[config.mk]
export PLATFORM = sky130hd
export DESIGN_NAME = mem_access_ctl
export DESIGN_NICKNAME = d
export VERILOG_FILES = /design/src/mem_ctl_pkg.sv /design/src/mem_access_ctl.sv
export VERILOG_INCLUDE_DIRS = /design/src
export SDC_FILE = /design/constraint.sdc
export NUM_CORES = 1
export LEC_CHECK = 0
export BUFFER_PORTS_ARGS = -buffer_cell sky130_fd_sc_hd__buf_2
export CAP_MARGIN = 5
export CORE_UTILIZATION = 50
export CTS_CLUSTER_DIAMETER = 100
export DETAILED_ROUTE_END_ITERATION = 10
export PLACE_DENSITY_LB_ADDON = 0.2
export SYNTH_ARGS = -nofsm -noshare
export SYNTH_HDL_FRONTEND = slang
export SYNTH_SLANG_ARGS = --single-unit
[constraint.sdc]
create_clock -name sys_clk -period 2.2 [get_ports sys_clk]
set_input_delay 0.22 -clock sys_clk [delete_from_list [all_inputs] [get_ports sys_clk]]
set_output_delay 0.22 -clock sys_clk [all_outputs]
set_load 0.005 [all_outputs]
[src/mem_ctl_regs.svh]
// timing constants and reset values for the memory access completion control
`ifndef MEM_CTL_REGS_SVH
`define MEM_CTL_REGS_SVH
`define CLK_FREQ_HZ 10000000
`define NOREQ_TIMEOUT_US 100
// cycles in the no-request timeout, rounded down as a longest time
`define NOREQ_TIMEOUT_CYC ((`NOREQ_TIMEOUT_US * (`CLK_FREQ_HZ / 1000000)))
`define FLAG_RESET 1'b0
`endif

[src/mem_ctl_pkg.sv]
// types for the memory access completion control
package mem_ctl_pkg;
    // access requests from the main sequence, one-cycle pulses
    typedef struct packed {
        logic rd;
        logic wr;
        logic rw;
    } req_s;
    // memory bus levels and pulses driven by the processor
    typedef struct packed {
        logic cycle_req;
        logic rd_level;
        logic wr_level;
        logic wr_restart;
        logic data_xfer;
    } bus_out_s;
    // operator console inputs
    typedef struct packed {
        logic mem_stop_key;
        logic addr_stop_sw;
        logic addr_match;
        logic split_override_sw;
        logic mem_disable_sw;
        logic mem_continue_key;
        logic key_timing_pulse;
    } console_s;
endpackage

[src/mem_access_ctl.sv]
// memory access completion control: request flags, restarts, timeout, split cycle
// Function
// - ack pulse clears pending request
// - write ack: write restart, data, completion
// - read completion waits for read restart
// - completion clears read flag, returns sequence
// - memory stop blocks restart completion
// - continue key at key timing completes
// - read/write first half acts as read
// - rw restart: write restart, data, completion
// - 100 us no-request timeout flags nonexistent memory
// - nonexistent pulse sets error flag
// - disable off: timeout simulates acknowledge
// - addr timing sets split flag on stop
// - split flag splits read/write into two
// - switch overrides split behaviour
// - stop sync rewrites word on other restart
// - requests set and clear read/write flags
// - cycle request only with read or write
`timescale 1ns/1ps
`include "mem_ctl_regs.svh"
// one clock, synchronous inputs; all timing pulses are one cycle wide.
// limitation: only one access is tracked at a time, a second request
// before completion restarts the flags and the timeout.
// trade-off: the timeout is a down counter instead of a retriggered
// delay, so its length is exact in cycles but tied to the clock rate.
module mem_access_ctl
    import mem_ctl_pkg::*;
#(
    parameter int unsigned TIMEOUT_CYC = `NOREQ_TIMEOUT_CYC
) (
    input wire logic sys_clk,
    input wire logic srst,
    input wire req_s req,
    input wire logic rw_restart,
    input wire logic fetch_timing_pulse,
    input wire logic addr_cycle_timing_pulse,
    input wire console_s con,
    input wire logic mem_ack,
    input wire logic mem_read_restart,
    output bus_out_s bus_o,
    output logic access_done_pulse,
    output logic continue_done_pulse,
    output logic addr_ack_pulse,
    output logic nxm_pulse,
    output logic nxm_error,
    output logic halted
);
    localparam int CW = $clog2(TIMEOUT_CYC + 1);

    // simulated acknowledge from a timeout when the disable switch is off;
    // shared by the request clear and the extra read completion
    function automatic logic sim_ack(input logic expired, input logic disable_sw);
        return expired & ~disable_sw;
    endfunction

    // request and completion state, one flop per bus flag role
    logic pending_request_ff_q, pending_request_ff_d;
    logic read_flag_ff_q, read_flag_ff_d;
    logic write_flag_ff_q, write_flag_ff_d;
    logic mem_halt_ff_q, mem_halt_ff_d;
    logic split_q, split_d;
    logic stop_sync_q, stop_sync_d;
    logic nxm_error_q, nxm_error_d;
    logic [CW-1:0] tmo_q, tmo_d;
    bus_out_s bus_q, bus_d;
    logic done_q, done_d, cont_q, cont_d, ack_q, ack_d, nxm_q, nxm_d;

    // effective request pulses after split-cycle steering
    logic rw_req, rd_req, wr_req, any_req, rw_wr_restart, split_wr_req;
    logic ack, nxm, read_done, write_done;

    // steering and completion events, all single-cycle
    // split flag turns the fetch read/write into a plain read and the
    // processor restart into a plain write, so a stop never leaves
    // memory held between the two halves
    // the timeout fires one cycle before the counter empties; a request
    // in that same cycle reloads it instead, so no false expiry
    always_comb begin
        rw_req = (req.rw | fetch_timing_pulse) & ~split_q;
        rd_req = req.rd | ((req.rw | fetch_timing_pulse) & split_q);
        split_wr_req = rw_restart & split_q;
        wr_req = req.wr | split_wr_req;
        any_req = rw_req | rd_req | wr_req;
        rw_wr_restart = rw_restart & ~split_q;
        // timeout expiry with a request still pending, unless stopped
        nxm = pending_request_ff_q && tmo_q == CW'(1) && !any_req && !mem_halt_ff_q;
        ack = (mem_ack & pending_request_ff_q) | sim_ack(nxm, con.mem_disable_sw);
        read_done = (mem_read_restart & read_flag_ff_q) | (sim_ack(nxm, con.mem_disable_sw) & read_flag_ff_q);
        write_done = (ack & ~read_flag_ff_q & write_flag_ff_q) | rw_wr_restart;
    end

    // request flags, halt, split and stop sync state
    always_comb begin
        pending_request_ff_d = pending_request_ff_q;
        read_flag_ff_d = read_flag_ff_q;
        write_flag_ff_d = write_flag_ff_q;
        mem_halt_ff_d = mem_halt_ff_q;
        split_d = split_q;
        stop_sync_d = stop_sync_q;
        nxm_error_d = nxm_error_q | nxm;
        done_d = 1'b0;
        cont_d = 1'b0;
        ack_d = ack;
        nxm_d = nxm;
        bus_d = '0;
        if (ack) begin
            pending_request_ff_d = 1'b0;
        end
        // a restart arriving while halted is simply lost; the continue key
        // supplies the return instead, so nothing is queued here
        // halted access: restarts give no completion until continue
        if ((read_done | write_done) & ~mem_halt_ff_q) begin
            done_d = 1'b1;
            read_flag_ff_d = 1'b0;
        end
        if (write_done) begin
            bus_d.wr_restart = 1'b1;
            bus_d.data_xfer = 1'b1;
        end
        if (rw_wr_restart) begin
            stop_sync_d = 1'b0;
        end
        // key timing: continue returns to the waiting sequence; any other
        // restart first lets a held read/write finish by rewriting the word
        // continue has priority, since a halted access still owns memory
        if (con.key_timing_pulse) begin
            if (con.mem_continue_key && mem_halt_ff_q) begin
                cont_d = 1'b1;
                mem_halt_ff_d = 1'b0;
            end else if (stop_sync_q) begin
                bus_d.wr_restart = 1'b1;
                bus_d.data_xfer = 1'b1;
                stop_sync_d = 1'b0;
            end
        end
        // split flag is reloaded every address cycle rather than only set,
        // so it drops again once the stop key and switch are released
        // the maintenance switch keeps read/write cycles whole
        if (addr_cycle_timing_pulse) begin
            split_d = (con.mem_stop_key | con.addr_stop_sw) & ~con.split_override_sw;
        end
        // a new request overrides completion clears in the same cycle;
        // the stop flag is judged afresh for each access
        if (any_req) begin
            read_flag_ff_d = rd_req | rw_req;
            write_flag_ff_d = wr_req | rw_req;
            pending_request_ff_d = 1'b1;
            mem_halt_ff_d = con.mem_stop_key | (con.addr_stop_sw & con.addr_match);
        end
        // stop sync marks memory held by an unsplit read/write
        // cleared again by the processor's own restart or by key timing
        if (rw_req) begin
            stop_sync_d = 1'b1;
        end
        // cycle request needs a read or write level too
        bus_d.cycle_req = pending_request_ff_d & (read_flag_ff_d | write_flag_ff_d);
        bus_d.rd_level = read_flag_ff_d;
        bus_d.wr_level = write_flag_ff_d;
    end

    // counter parks at zero once expired, so a stale pending request
    // gives exactly one nonexistent-memory pulse, or none if halted at expiry, not a train of them
    // zero also marks an idle bus after reset
    // no-request timeout counter, reloaded on each request
    always_comb begin
        if (any_req) begin
            tmo_d = CW'(TIMEOUT_CYC);
        end else if (tmo_q != '0) begin
            tmo_d = tmo_q - CW'(1);
        end else begin
            tmo_d = tmo_q;
        end
    end

    // state registers; reset is synchronous and loads constants only
    // outputs of these registers feed the ports directly
    always_ff @(posedge sys_clk) begin
        if (srst) begin
            pending_request_ff_q <= `FLAG_RESET;
            read_flag_ff_q <= `FLAG_RESET;
            write_flag_ff_q <= `FLAG_RESET;
            mem_halt_ff_q <= `FLAG_RESET;
            split_q <= `FLAG_RESET;
            stop_sync_q <= `FLAG_RESET;
            nxm_error_q <= `FLAG_RESET;
            tmo_q <= '0;
            bus_q <= '0;
            done_q <= 1'b0;
            cont_q <= 1'b0;
            ack_q <= 1'b0;
            nxm_q <= 1'b0;
        end else begin
            pending_request_ff_q <= pending_request_ff_d;
            read_flag_ff_q <= read_flag_ff_d;
            write_flag_ff_q <= write_flag_ff_d;
            mem_halt_ff_q <= mem_halt_ff_d;
            split_q <= split_d;
            stop_sync_q <= stop_sync_d;
            nxm_error_q <= nxm_error_d;
            tmo_q <= tmo_d;
            bus_q <= bus_d;
            done_q <= done_d;
            cont_q <= cont_d;
            ack_q <= ack_d;
            nxm_q <= nxm_d;
        end
    end

    // bus levels and pulses are registered too, giving the memory side
    // clean edges at the cost of one cycle of latency
    // every output straight from a flip-flop
    assign bus_o = bus_q;
    assign access_done_pulse = done_q;
    assign continue_done_pulse = cont_q;
    assign addr_ack_pulse = ack_q;
    assign nxm_pulse = nxm_q;
    assign nxm_error = nxm_error_q;
    assign halted = mem_halt_ff_q;
endmodule

# == Yosys cells after proc, flatten, opt, wreduce, memory -nomap -nowiden ==
# Cells that the tools add are included.
# totals
register_bits,24
out_inout_bits,11
word_cells,86
inputBits,17
# classes
muxes,21
n_reduce_logical,13
add_sub_neg,1
eq_ne,1
bitwise,34
# ops
cell,count
$mux 10,2
$mux 1,15
$and 1x1->1,14
$or 1x1->1,14
$eq 10x1->1 const B,1
$reduce_bool 10->1,1
$sub 10x1->10 const B,1
$mux 2,4
$not 1->1,6
$reduce_bool 2->1,3
$logic_and 1x1->1,4
$reduce_or 2->1,2
$logic_not 1->1,2
$reduce_and 2->1,1

# == Logic depth before layout (Yosys ltp) ==
# Gate-level depths: netlist of run 1.
# logic_depth
depth_word,19
ltp_mapped,6
mapped_depth_nobuf,6

# == Worst setup path before layout of run 1 ==
# Ideal clock, no wire load.
# synth_path
path_type,flip-flop to flip-flop
start,reg tmo_q[5]
end,reg tmo_q[4]
required_time_ns,2.068
period_less_slack_ns,1.576
arrival_time_ns,1.444
path_stages_with_launch,5
setup_ns,0.132
path_slack_ns,0.624
path_buffers,0
cell_sequence,dfxtp_1 > or4_4 > o311ai_2 > xor2_1 > nor3_1
# synth_via
elab_chain_len,1
# synth_lines
element,line_no,text
start: declaration,mem_access_ctl.sv:65,"logic [CW-1:0] tmo_q, tmo_d;"
start signal: assignment,mem_access_ctl.sv:201,tmo_q <= tmo_d;
$reduce_bool 10->1,mem_access_ctl.sv:169,end else if (tmo_q != '0) begin
# No other way between the ends.
# A chain may end at the register's enable or synchronous reset.

# == Final worst setup path of run 1 ==
# layout_path
start,reg tmo_q[0]
end,reg done_q (netlist: access_done_pulse)
# layout_via
elab_chain_len,12
elab_cells_between_ends,14
classes_between,1 x eq/ne; 1 x mux; 9 x bitwise; 3 x reduce/logical
# layout_lines
element,line_no,text
$eq 10x1->1 (*),mem_access_ctl.sv:87,nxm = pending_request_ff_q && tmo_q == CW'(1) && !any_req && !mem_halt_ff_q;
$logic_and 1x1->1 (*) (3 in series),mem_access_ctl.sv:87,
$and 1x1->1 (*),mem_access_ctl.sv:54,return expired & ~disable_sw;
$or 1x1->1,mem_access_ctl.sv:88,"ack = (mem_ack & pending_request_ff_q) | sim_ack(nxm, con.mem_disable_sw);"
$and 1x1->1 (2 in series),mem_access_ctl.sv:90,write_done = (ack & ~read_flag_ff_q & write_flag_ff_q) | rw_wr_restart;
$or 1x1->1,mem_access_ctl.sv:90,
$or 1x1->1 (*),mem_access_ctl.sv:113,if ((read_done | write_done) & ~mem_halt_ff_q) begin
$and 1x1->1 (*),mem_access_ctl.sv:113,
$mux 1 (*),mem_access_ctl.sv:113,
end signal: assignment,mem_access_ctl.sv:203,done_q <= done_d;
end: declaration,mem_access_ctl.sv:67,"logic done_q, done_d, cont_q, cont_d, ack_q, ack_d, nxm_q, nxm_d;"
# Every way passes the cells marked *; elsewhere a longest branch is shown, timed or not.

==> reports/metrics.cfg, run 1 <==
[timing]
min_period_over_period_pct=80.30
setup_tns_ns=0
finalMaxSlewViolations=0
timing.final.crit_period_ns=1.767
grt_setup_unrepaired=no
relSlewSlack_pct=70.63
worstMarginPinSlew_ns=0.4405
clock.fmax_mhz=566.1
finalSetupViolations=0
fin_skew_ns=0.005631
hold_violations=0
timing.hold.ws_ns=0.1768

[yosys]
yosysSeqAreaShare_pct=39.32
syn_nets=151
ys_types=44
ys_ff_latch=23
yosys_warnings=0
syn_avg_cell_area_um2=8.940
synthCells=131
synth-edff-count=0
synthFlopType=dfxtp_1
async_reset_ff_share_pct=0
netlist_area_um2=1171

[clock_tree]
clock_path_buffers=2
cts_setup_buffers=0
clock_latency_ns=0.30
clkTransAtPathRegs_ns=0.12
cts_tree=built
cts.hold.buffers_added=0
cts.sinks=23
clock-root-buffer=clkbuf_4
numCtsBuffers=3
h-tree-depth=1
post_cts_resized=0

[setup_path]
r2r_start=tmo_q[0]$_SDFFE_PP0P_
criticalPathCategory=reg2reg
r2r-end=access_done_pulse$_SDFF_PP0_
critPathLaunchType=flip-flop
worst-path-max-fanout=5
r2r_cells=5
cp.arrival_ns=1.99
cp.required_ns=2.42
crit_path_end_kind=flip-flop
r2r_slack_ns=0.43

[floorplanning]
die_area_um2=2540
io_pins=28
die_h_um=50.40
core_area_um2=2212
start_util_pct=52.94
row_count=17
die_w_um=50.40

[global_routing]
grt_max_degree=25
grt-ovfl-total=0
antenna_found_initial=0
grt_pass1_wl_mm=4.181
track_usage_pct=21.58
grt_pass1_vias=968

[layout]
fin_cells=185
diodes=0
layout_common_cells=27 x buf_2, 23 x dfxtp_1, 14 x nor2_1, 9 x nor3_1, 9 x a21oi_1
nets=178
fin_util_pct=60.75
syn_to_final_growth_pct=14.74
final_area_um2=1344
drive_gt1_share_pct=24.84
layout_commonest_cell=buf_2

[power]
ir_worst_vdd_uv=483.3
p_leak_nw=0.5789
powerDensity_nw_per_um2=571.8

[placement]
place_congestion=0.7747
hpwl_mm=1.885
port_buffers=27
placed_cells=181
dpl_cell_area_um2=1318

[min_path]
worstHoldStart=addr_cycle_timing_pulse
holdPathStages=3
hp-class=in2reg
whs_endpoint=split_q$_SDFFE_PP0P_

[detailed_routing]
wl_per_cell_um=13.59
drt_pass1_iterations=4
ant_nets=0
drt_iter0_markers=16
vias=1034
via_per_inst=5.589
route.detailed.drc=0
drt_wl_total_mm=2.514

[status]
status=finished, final reports clean

[run]
drv_cap=0

[worst max-delay path by stage]
stage | depth (start not counted) | slack [ns] | end | startpoint
floorplan | 4 | 0.62 | tmo_q[4]$_SDFFE_PP0P_ | tmo_q[5]$_SDFFE_PP0P_
global placement | 5 | 0.51 | access_done_pulse$_SDFF_PP0_ | tmo_q[0]$_SDFFE_PP0P_
detailed placement | 5 | 0.44 | access_done_pulse$_SDFF_PP0_ | tmo_q[0]$_SDFFE_PP0P_
CTS | 5 | 0.41 | access_done_pulse$_SDFF_PP0_ | tmo_q[0]$_SDFFE_PP0P_
global route | 5 | 0.27 | access_done_pulse$_SDFF_PP0_ | tmo_q[0]$_SDFFE_PP0P_
finish | 5 | 0.43 | access_done_pulse$_SDFF_PP0_ | tmo_q[0]$_SDFFE_PP0P_
[critical path: stages (launching register included)]
cell      delay [ns]
dfxtp_1         0.44
ha_1            0.17
nor4bb_1        0.29
nand3_1         0.21
a2111o_1        0.32
a311oi_1        0.25
[cells in the mapped netlist (2+ instances only)]
cell | number | area share [%]
dfxtp_1 | 23 | 39
nor2_1 | 14 | 4.5
a21oi_1 | 9 | 3.8
nor3_1 | 9 | 3.8
nand2_1 | 7 | 2.2
inv_1 | 6 | 1.9
nand3_1 | 6 | 2.6
a31oi_1 | 4 | 2.1
mux2i_1 | 4 | 3.4
buf_4 | 3 | 1.9
clkbuf_1 | 3 | 0.96
ha_1 | 3 | 3.2
nand2b_1 | 3 | 1.6
xor2_1 | 3 | 2.2
a211oi_1 | 2 | 1.3
o31ai_1 | 2 | 1.3
o41ai_1 | 2 | 1.5
or3_1 | 2 | 1.1
[cell type report]
| class | instances | area (um^2) |
|---|---|---|
| Fill cell | 208 | 868.3 |
| Clock buffer | 4 | 26.28 |
| Inverter | 6 | 22.52 |
| Multi-Input combinational cell | 95 | 649.4 |
| Sequential cell | 23 | 460.4 |
| Tap cell | 28 | 35.03 |
| Timing Repair Buffer | 29 | 150.1 |
[power breakdown]
group / internal [mW] / switching, mW / leakage, nW
sequential: 0.438 / 0.0241 / 0.191
combinational: 0.0554 / 0.0620 / 0.373
clock: 0.0706 / 0.119 / 0.0150
total: 0.563 / 0.205 / 0.579
[flip-flops by register name (all words and copies together) (netlist names)]
name                  cells
access_done_pulse         1
addr_ack_pulse            1
bus_o                     4
continue_done_pulse       1
halted                    1
nxm_error                 1
nxm_pulse                 1
pending_request_ff_q      1
split_q                   1
stop_sync_q               1
tmo_q                    10
[through the flow]
step	power [mW]	worst slack (ns)
6_report	0.7684	0.4334
3_3_place_gp	0.5834	0.5094
4_1_cts	0.7760	0.4110
3_5_place_dp	0.5881	0.4389
5_1_grt	0.8108	0.2683
2_1_floorplan	0.5447	0.6244
[per-layer routing]
metal	GRT usage (%)	part of all wire (%)	vias to the layer above
li1	-	-	527
met1	25.89	46	485
met2	38.00	51	20
met3	2.727	2.7	2
met4	9.722	0.56	0
met5	0	0	-
[cell families (layout without fill, tap and decap cells)]
| kind of cell | Yosys count | count (layout) | share of synthesized area [%] |
|---|---|---|---|
| flip-flops | 23 | 23 | 39.32 |
| XOR/XNOR | 4 | 4 | 2.992 |
| AND/OR/NAND/NOR | 51 | 51 | 24.04 |
| buffers and inverters | 13 | 39 | 5.234 |
| multiplexers | 4 | 4 | 3.419 |
| AO/OA/AOI/OAI | 33 | 33 | 21.79 |
| adder cells (fa/ha/maj) | 3 | 3 | 3.205 |
Power figures use the tool's default switching activity.
==> run 2: changes to the inputs <==
--- a/config.mk
+++ b/config.mk
@@ -6,9 +6,10 @@
 export SDC_FILE = /design/constraint.sdc
 export NUM_CORES = 1
 export LEC_CHECK = 0
+export ABC_AREA = 1
 export BUFFER_PORTS_ARGS = -buffer_cell sky130_fd_sc_hd__buf_2
 export CAP_MARGIN = 5
-export CORE_UTILIZATION = 50
+export CORE_UTILIZATION = 47
 export CTS_CLUSTER_DIAMETER = 100
 export DETAILED_ROUTE_END_ITERATION = 10
 export PLACE_DENSITY_LB_ADDON = 0.2
==> constraint.sdc (replaced) <==
create_clock -name sys_clk -period 1.5 [get_ports sys_clk]
set_input_delay 0.15 -clock sys_clk [delete_from_list [all_inputs] [get_ports sys_clk]]
set_output_delay 0.15 -clock sys_clk [all_outputs]
set_load 0.005 [all_outputs]
==> run 2 against run 1 <==
  * Clock skew is 0.0015 ns higher
  * Core utilization increased by 4.6 points
  * Final cell count rose by 19%
  * Worst hold slack got worse by 0.091 ns
  * Sequential power rose by 44%
  * Combinational power up 79%
  * Sequential share of layout area is 2.0 points lower
  * Area after synthesis down 0.21%
==> reports/metrics.cfg, run 2 <==
[placement]
hpwl_mm=1.834  ; was 1.885 mm
port_buffers=27  ; unchanged
placed_cells=209  ; was 181
place_congestion=0.9586  ; was 0.7747

[setup_path]
critPathLaunchType=flip-flop  ; unchanged
crit_slowest_cell=dfxtp_4  ; was dfxtp_1
cp_num_buf_inv=1  ; was 0
cp.required_ns=1.72  ; was 2.42 ns
cp.arrival_ns=1.71  ; was 1.99 ns
crit_path_end_kind=flip-flop  ; unchanged
worst-path-max-fanout=3  ; was 5
criticalPathCategory=reg2reg  ; unchanged
crit_chain=nor2_4 -> nand2_2 -> nor2_4 -> nand4_4 -> nand2_2 -> nand2_2 -> nand3_2 -> nand2_2 -> nand2_2 -> nand3_2 -> nand2_2 -> inv_2  ; was ha_1 -> nor4bb_1 -> nand3_1 -> a2111o_1 -> a311oi_1
critical-path-top-delay-family=simple AND/OR/NAND/NOR gates  ; was compound AO/OA/AOI/OAI gates
worst_path_largest_cell_delay_ns=0.38  ; was 0.44 ns
crit_path_frequent_cell=nand2_2

[yosys]
yosys.area.top_type=dfxtp_1  ; unchanged
syn_avg_cell_area_um2=7.539  ; was 8.940 um^2
synthCells=155  ; was 131
synth_common_cells=23 x dfxtp_1, 23 x nor2_1, 21 x inv_1  ; was 23 x dfxtp_1, 14 x nor2_1, 9 x a21oi_1, 9 x nor3_1, 7 x nand2_1
synthFlopType=dfxtp_1  ; unchanged
synthMuxAreaShare_pct=0  ; was 3.419%
synth_top_family_by_area=simple AND/OR/NAND/NOR gates  ; unchanged
yosysSeqAreaShare_pct=39.40  ; was 39.32%
netlist.area_leader.share_pct=39.40  ; was 39.32%
post_synth_xor_area_fraction_pct=1.499  ; was 2.991%
ys_ff_latch=23  ; unchanged
syn_nets=175  ; was 151
ys_types=28  ; was 44
synth-edff-count=0  ; unchanged
yosys_warnings=0  ; unchanged
synthTopCellsByArea=dfxtp_1 39%, nor2_1 7.4%, inv_1 6.7%, nand2_1 6.4%, a21oi_1 5.6%  ; was dfxtp_1 39%, nor2_1 4.5%, a21oi_1 3.8%, nor3_1 3.8%, mux2i_1 3.4%
yosys.area_share.adder_pct=3.212  ; was 3.205%
synth_compound_area_share_pct=11.35  ; was 21.79%
netlist_area_um2=1169  ; was 1171 um^2
synth-simple-area-share_pct=34.58  ; was 24.04%
async_reset_ff_share_pct=0  ; unchanged

[layout]
layout_commonest_cell=buf_2  ; unchanged
diodes=0  ; unchanged
nets=213  ; was 178
nFillCells=195  ; was 208
regMostFlops=tmo_q  ; unchanged
fin_cells=220  ; was 185
largest_reg_flops=10  ; unchanged
layout_common_cells=27 x buf_2, 21 x nor2_1, 19 x nand2_1, 18 x inv_1, 15 x dfxtp_1  ; was 27 x buf_2, 23 x dfxtp_1, 14 x nor2_1, 9 x nor3_1, 9 x a21oi_1
syn_to_final_growth_pct=27.30  ; was 14.74%
drive_gt1_share_pct=41.67  ; was 24.84%

[power]
powerDensity_nw_per_um2=778.4  ; was 571.8 nW/um^2
p_leak_nw=0.7502  ; was 0.5789 nW
ir_worst_vdd_uv=638.9  ; was 483.3 uV

[detailed_routing]
via_per_inst=4.977  ; was 5.589
drt_iter0_markers=29  ; was 16
vias=1095  ; was 1034
wl_per_cell_um=11.88  ; was 13.59 um
ant_nets=0  ; unchanged
drt_wl_total_mm=2.614  ; was 2.514 mm
route.detailed.drc=0  ; unchanged
drt_pass1_iterations=6  ; was 4

[min_path]
hp-class=in2reg  ; unchanged

[timing]
min_period_over_period_pct=99.31  ; was 80.30%
grt_setup_unrepaired=yes  ; was no
hold_violations=0  ; unchanged
timing.final.crit_period_ns=1.490  ; was 1.767 ns
setup_tns_ns=0  ; unchanged
relSlewSlack_pct=81.38  ; was 70.63%
finalMaxSlewViolations=0  ; unchanged
worstMarginPinSlew_ns=0.2763  ; was 0.4405 ns
fin_skew_ns=0.007132  ; was 0.005631 ns
clock.fmax_mhz=671.3  ; was 566.1 MHz
finalSetupViolations=0  ; unchanged

[floorplanning]
row_count=17  ; unchanged
die_area_um2=2690  ; was 2540 um^2
die_h_um=51.87  ; was 50.40 um
die_w_um=51.87  ; was 50.40 um
core_area_um2=2276  ; was 2212 um^2
io_pins=28  ; unchanged
start_util_pct=51.35  ; was 52.94%

[clock_tree]
clock_latency_ns=0.31  ; was 0.30 ns
numCtsBuffers=3  ; unchanged
h-tree-depth=1  ; unchanged
cts.sinks=23  ; unchanged
clkTransAtPathRegs_ns=0.12  ; about the same
cts_tree=built  ; unchanged
clock_path_buffers=2  ; unchanged
clock-root-buffer=clkbuf_4  ; unchanged

[global_routing]
track_usage_pct=20.25  ; was 21.58%
grt.busiest_layer=met2  ; unchanged
grt_util_met3_pct=5.263  ; was 2.727%
antenna_found_initial=0  ; unchanged
grt_util_met2_pct=32.48  ; was 38.00%
grt_use_met1_pct=26.08  ; was 25.89%
grt_pass1_vias=928  ; was 968
grt_pass1_wl_mm=3.946  ; was 4.181 mm
grt_max_degree=16  ; was 25
grt-ovfl-total=0  ; unchanged

[run]
drv_cap=0  ; unchanged

[status]
status=finished, final reports clean  ; unchanged

## run 2: cell count changes after synthesis, moves of 4 or more
cell	previous run	this run
a21oi_1	9	13
nand3_2	0	4
nor2_1	14	23
nor3_1	9	2
nand2_1	7	20
inv_1	6	21
nor2_4	0	5
mux2i_1	4	0
o21ai_0	1	6
nand2_2	0	9
## run 2: what timing repair did
action / 4_1_cts / 5_1_grt
endpoints found under the hold margin: 1 / 0
setup buffers: 0 / 6
hold buffers: 1 / 0
gates resized for setup: 0 / 27
endpoints found under the setup margin: 0 / 6
## run 2: stage by stage
step | hold slack [ns] | setup WS, ns | cell area (um^2) | power [mW] | utilization (%)
CTS | 0.06500 | 0.02608 | 1371 | 1.150 | 60.25
global placement | 0.3409 | 0.08319 | 1335 | 0.8574 | 58.66
detailed placement | 0.3444 | 0.04520 | 1335 | 0.8616 | 58.66
global route | 0.07092 | -0.06635 | 1488 | 1.232 | 65.37
finish | 0.08615 | 0.01042 | 1488 | 1.158 | 65.37
floorplan | 0.2191 | 0.1694 | 1169 | 0.8009 | -
## run 2: path summary, 6_finish.rpt
| check | start | endpoint | slack [ns] | cells after the start |
|---|---|---|---|---|
| worst max-delay path | tmo_q[2]$_SDFFE_PP0P_ | bus_o[4]$_SDFF_PP0_ | 0.01 | 12 |
| worst min-delay path | con[0] | continue_done_pulse$_SDFF_PP0_ | 0.09 | 3 |
| worst max register to register | tmo_q[2]$_SDFFE_PP0P_ | bus_o[4]$_SDFF_PP0_ | 0.01 | 12 |
| worst min register to register | nxm_error$_SDFF_PP0_ | nxm_error$_SDFF_PP0_ | 0.50 | 2 |
## run 2: tightest hold or removal path: stages
cell	delay, ns
buf_2	0.12
nand2_1	0.06
nor2_1	0.04
## run 2: cells by family after synthesis
logic type,count (synthesis)
compound gates,24
xor+xnor,2
fa+ha+maj,3
buf+inv,28
flops,23
simple gates,75
## run 2: report_power, final
part | switching [mW] | total, mW | internal (mW)
Sequential | 0.0258 | 0.664 | 0.638
Combinational | 0.116 | 0.209 | 0.0927
Clock | 0.181 | 0.285 | 0.104
Total | 0.323 | 1.16 | 0.835
## run 2: area by class of cell
class / count / area [um^2] / share of cell area [%]
multi-input combinational: 104 / 643.1 / 43.23
sequential: 23 / 480.5 / 32.30
timing repair buffer: 37 / 212.7 / 14.30
inverter: 24 / 90.09 / 6.055
tap: 28 / 35.03 / 2.355
clock buffer: 4 / 26.28 / 1.766
## run 2: metal layers
layer,part of all wire (%),up-vias
met3,4.3,2
li1,-,568
met2,47,34
met5,0,-
met1,48,491
met4,0.65,0
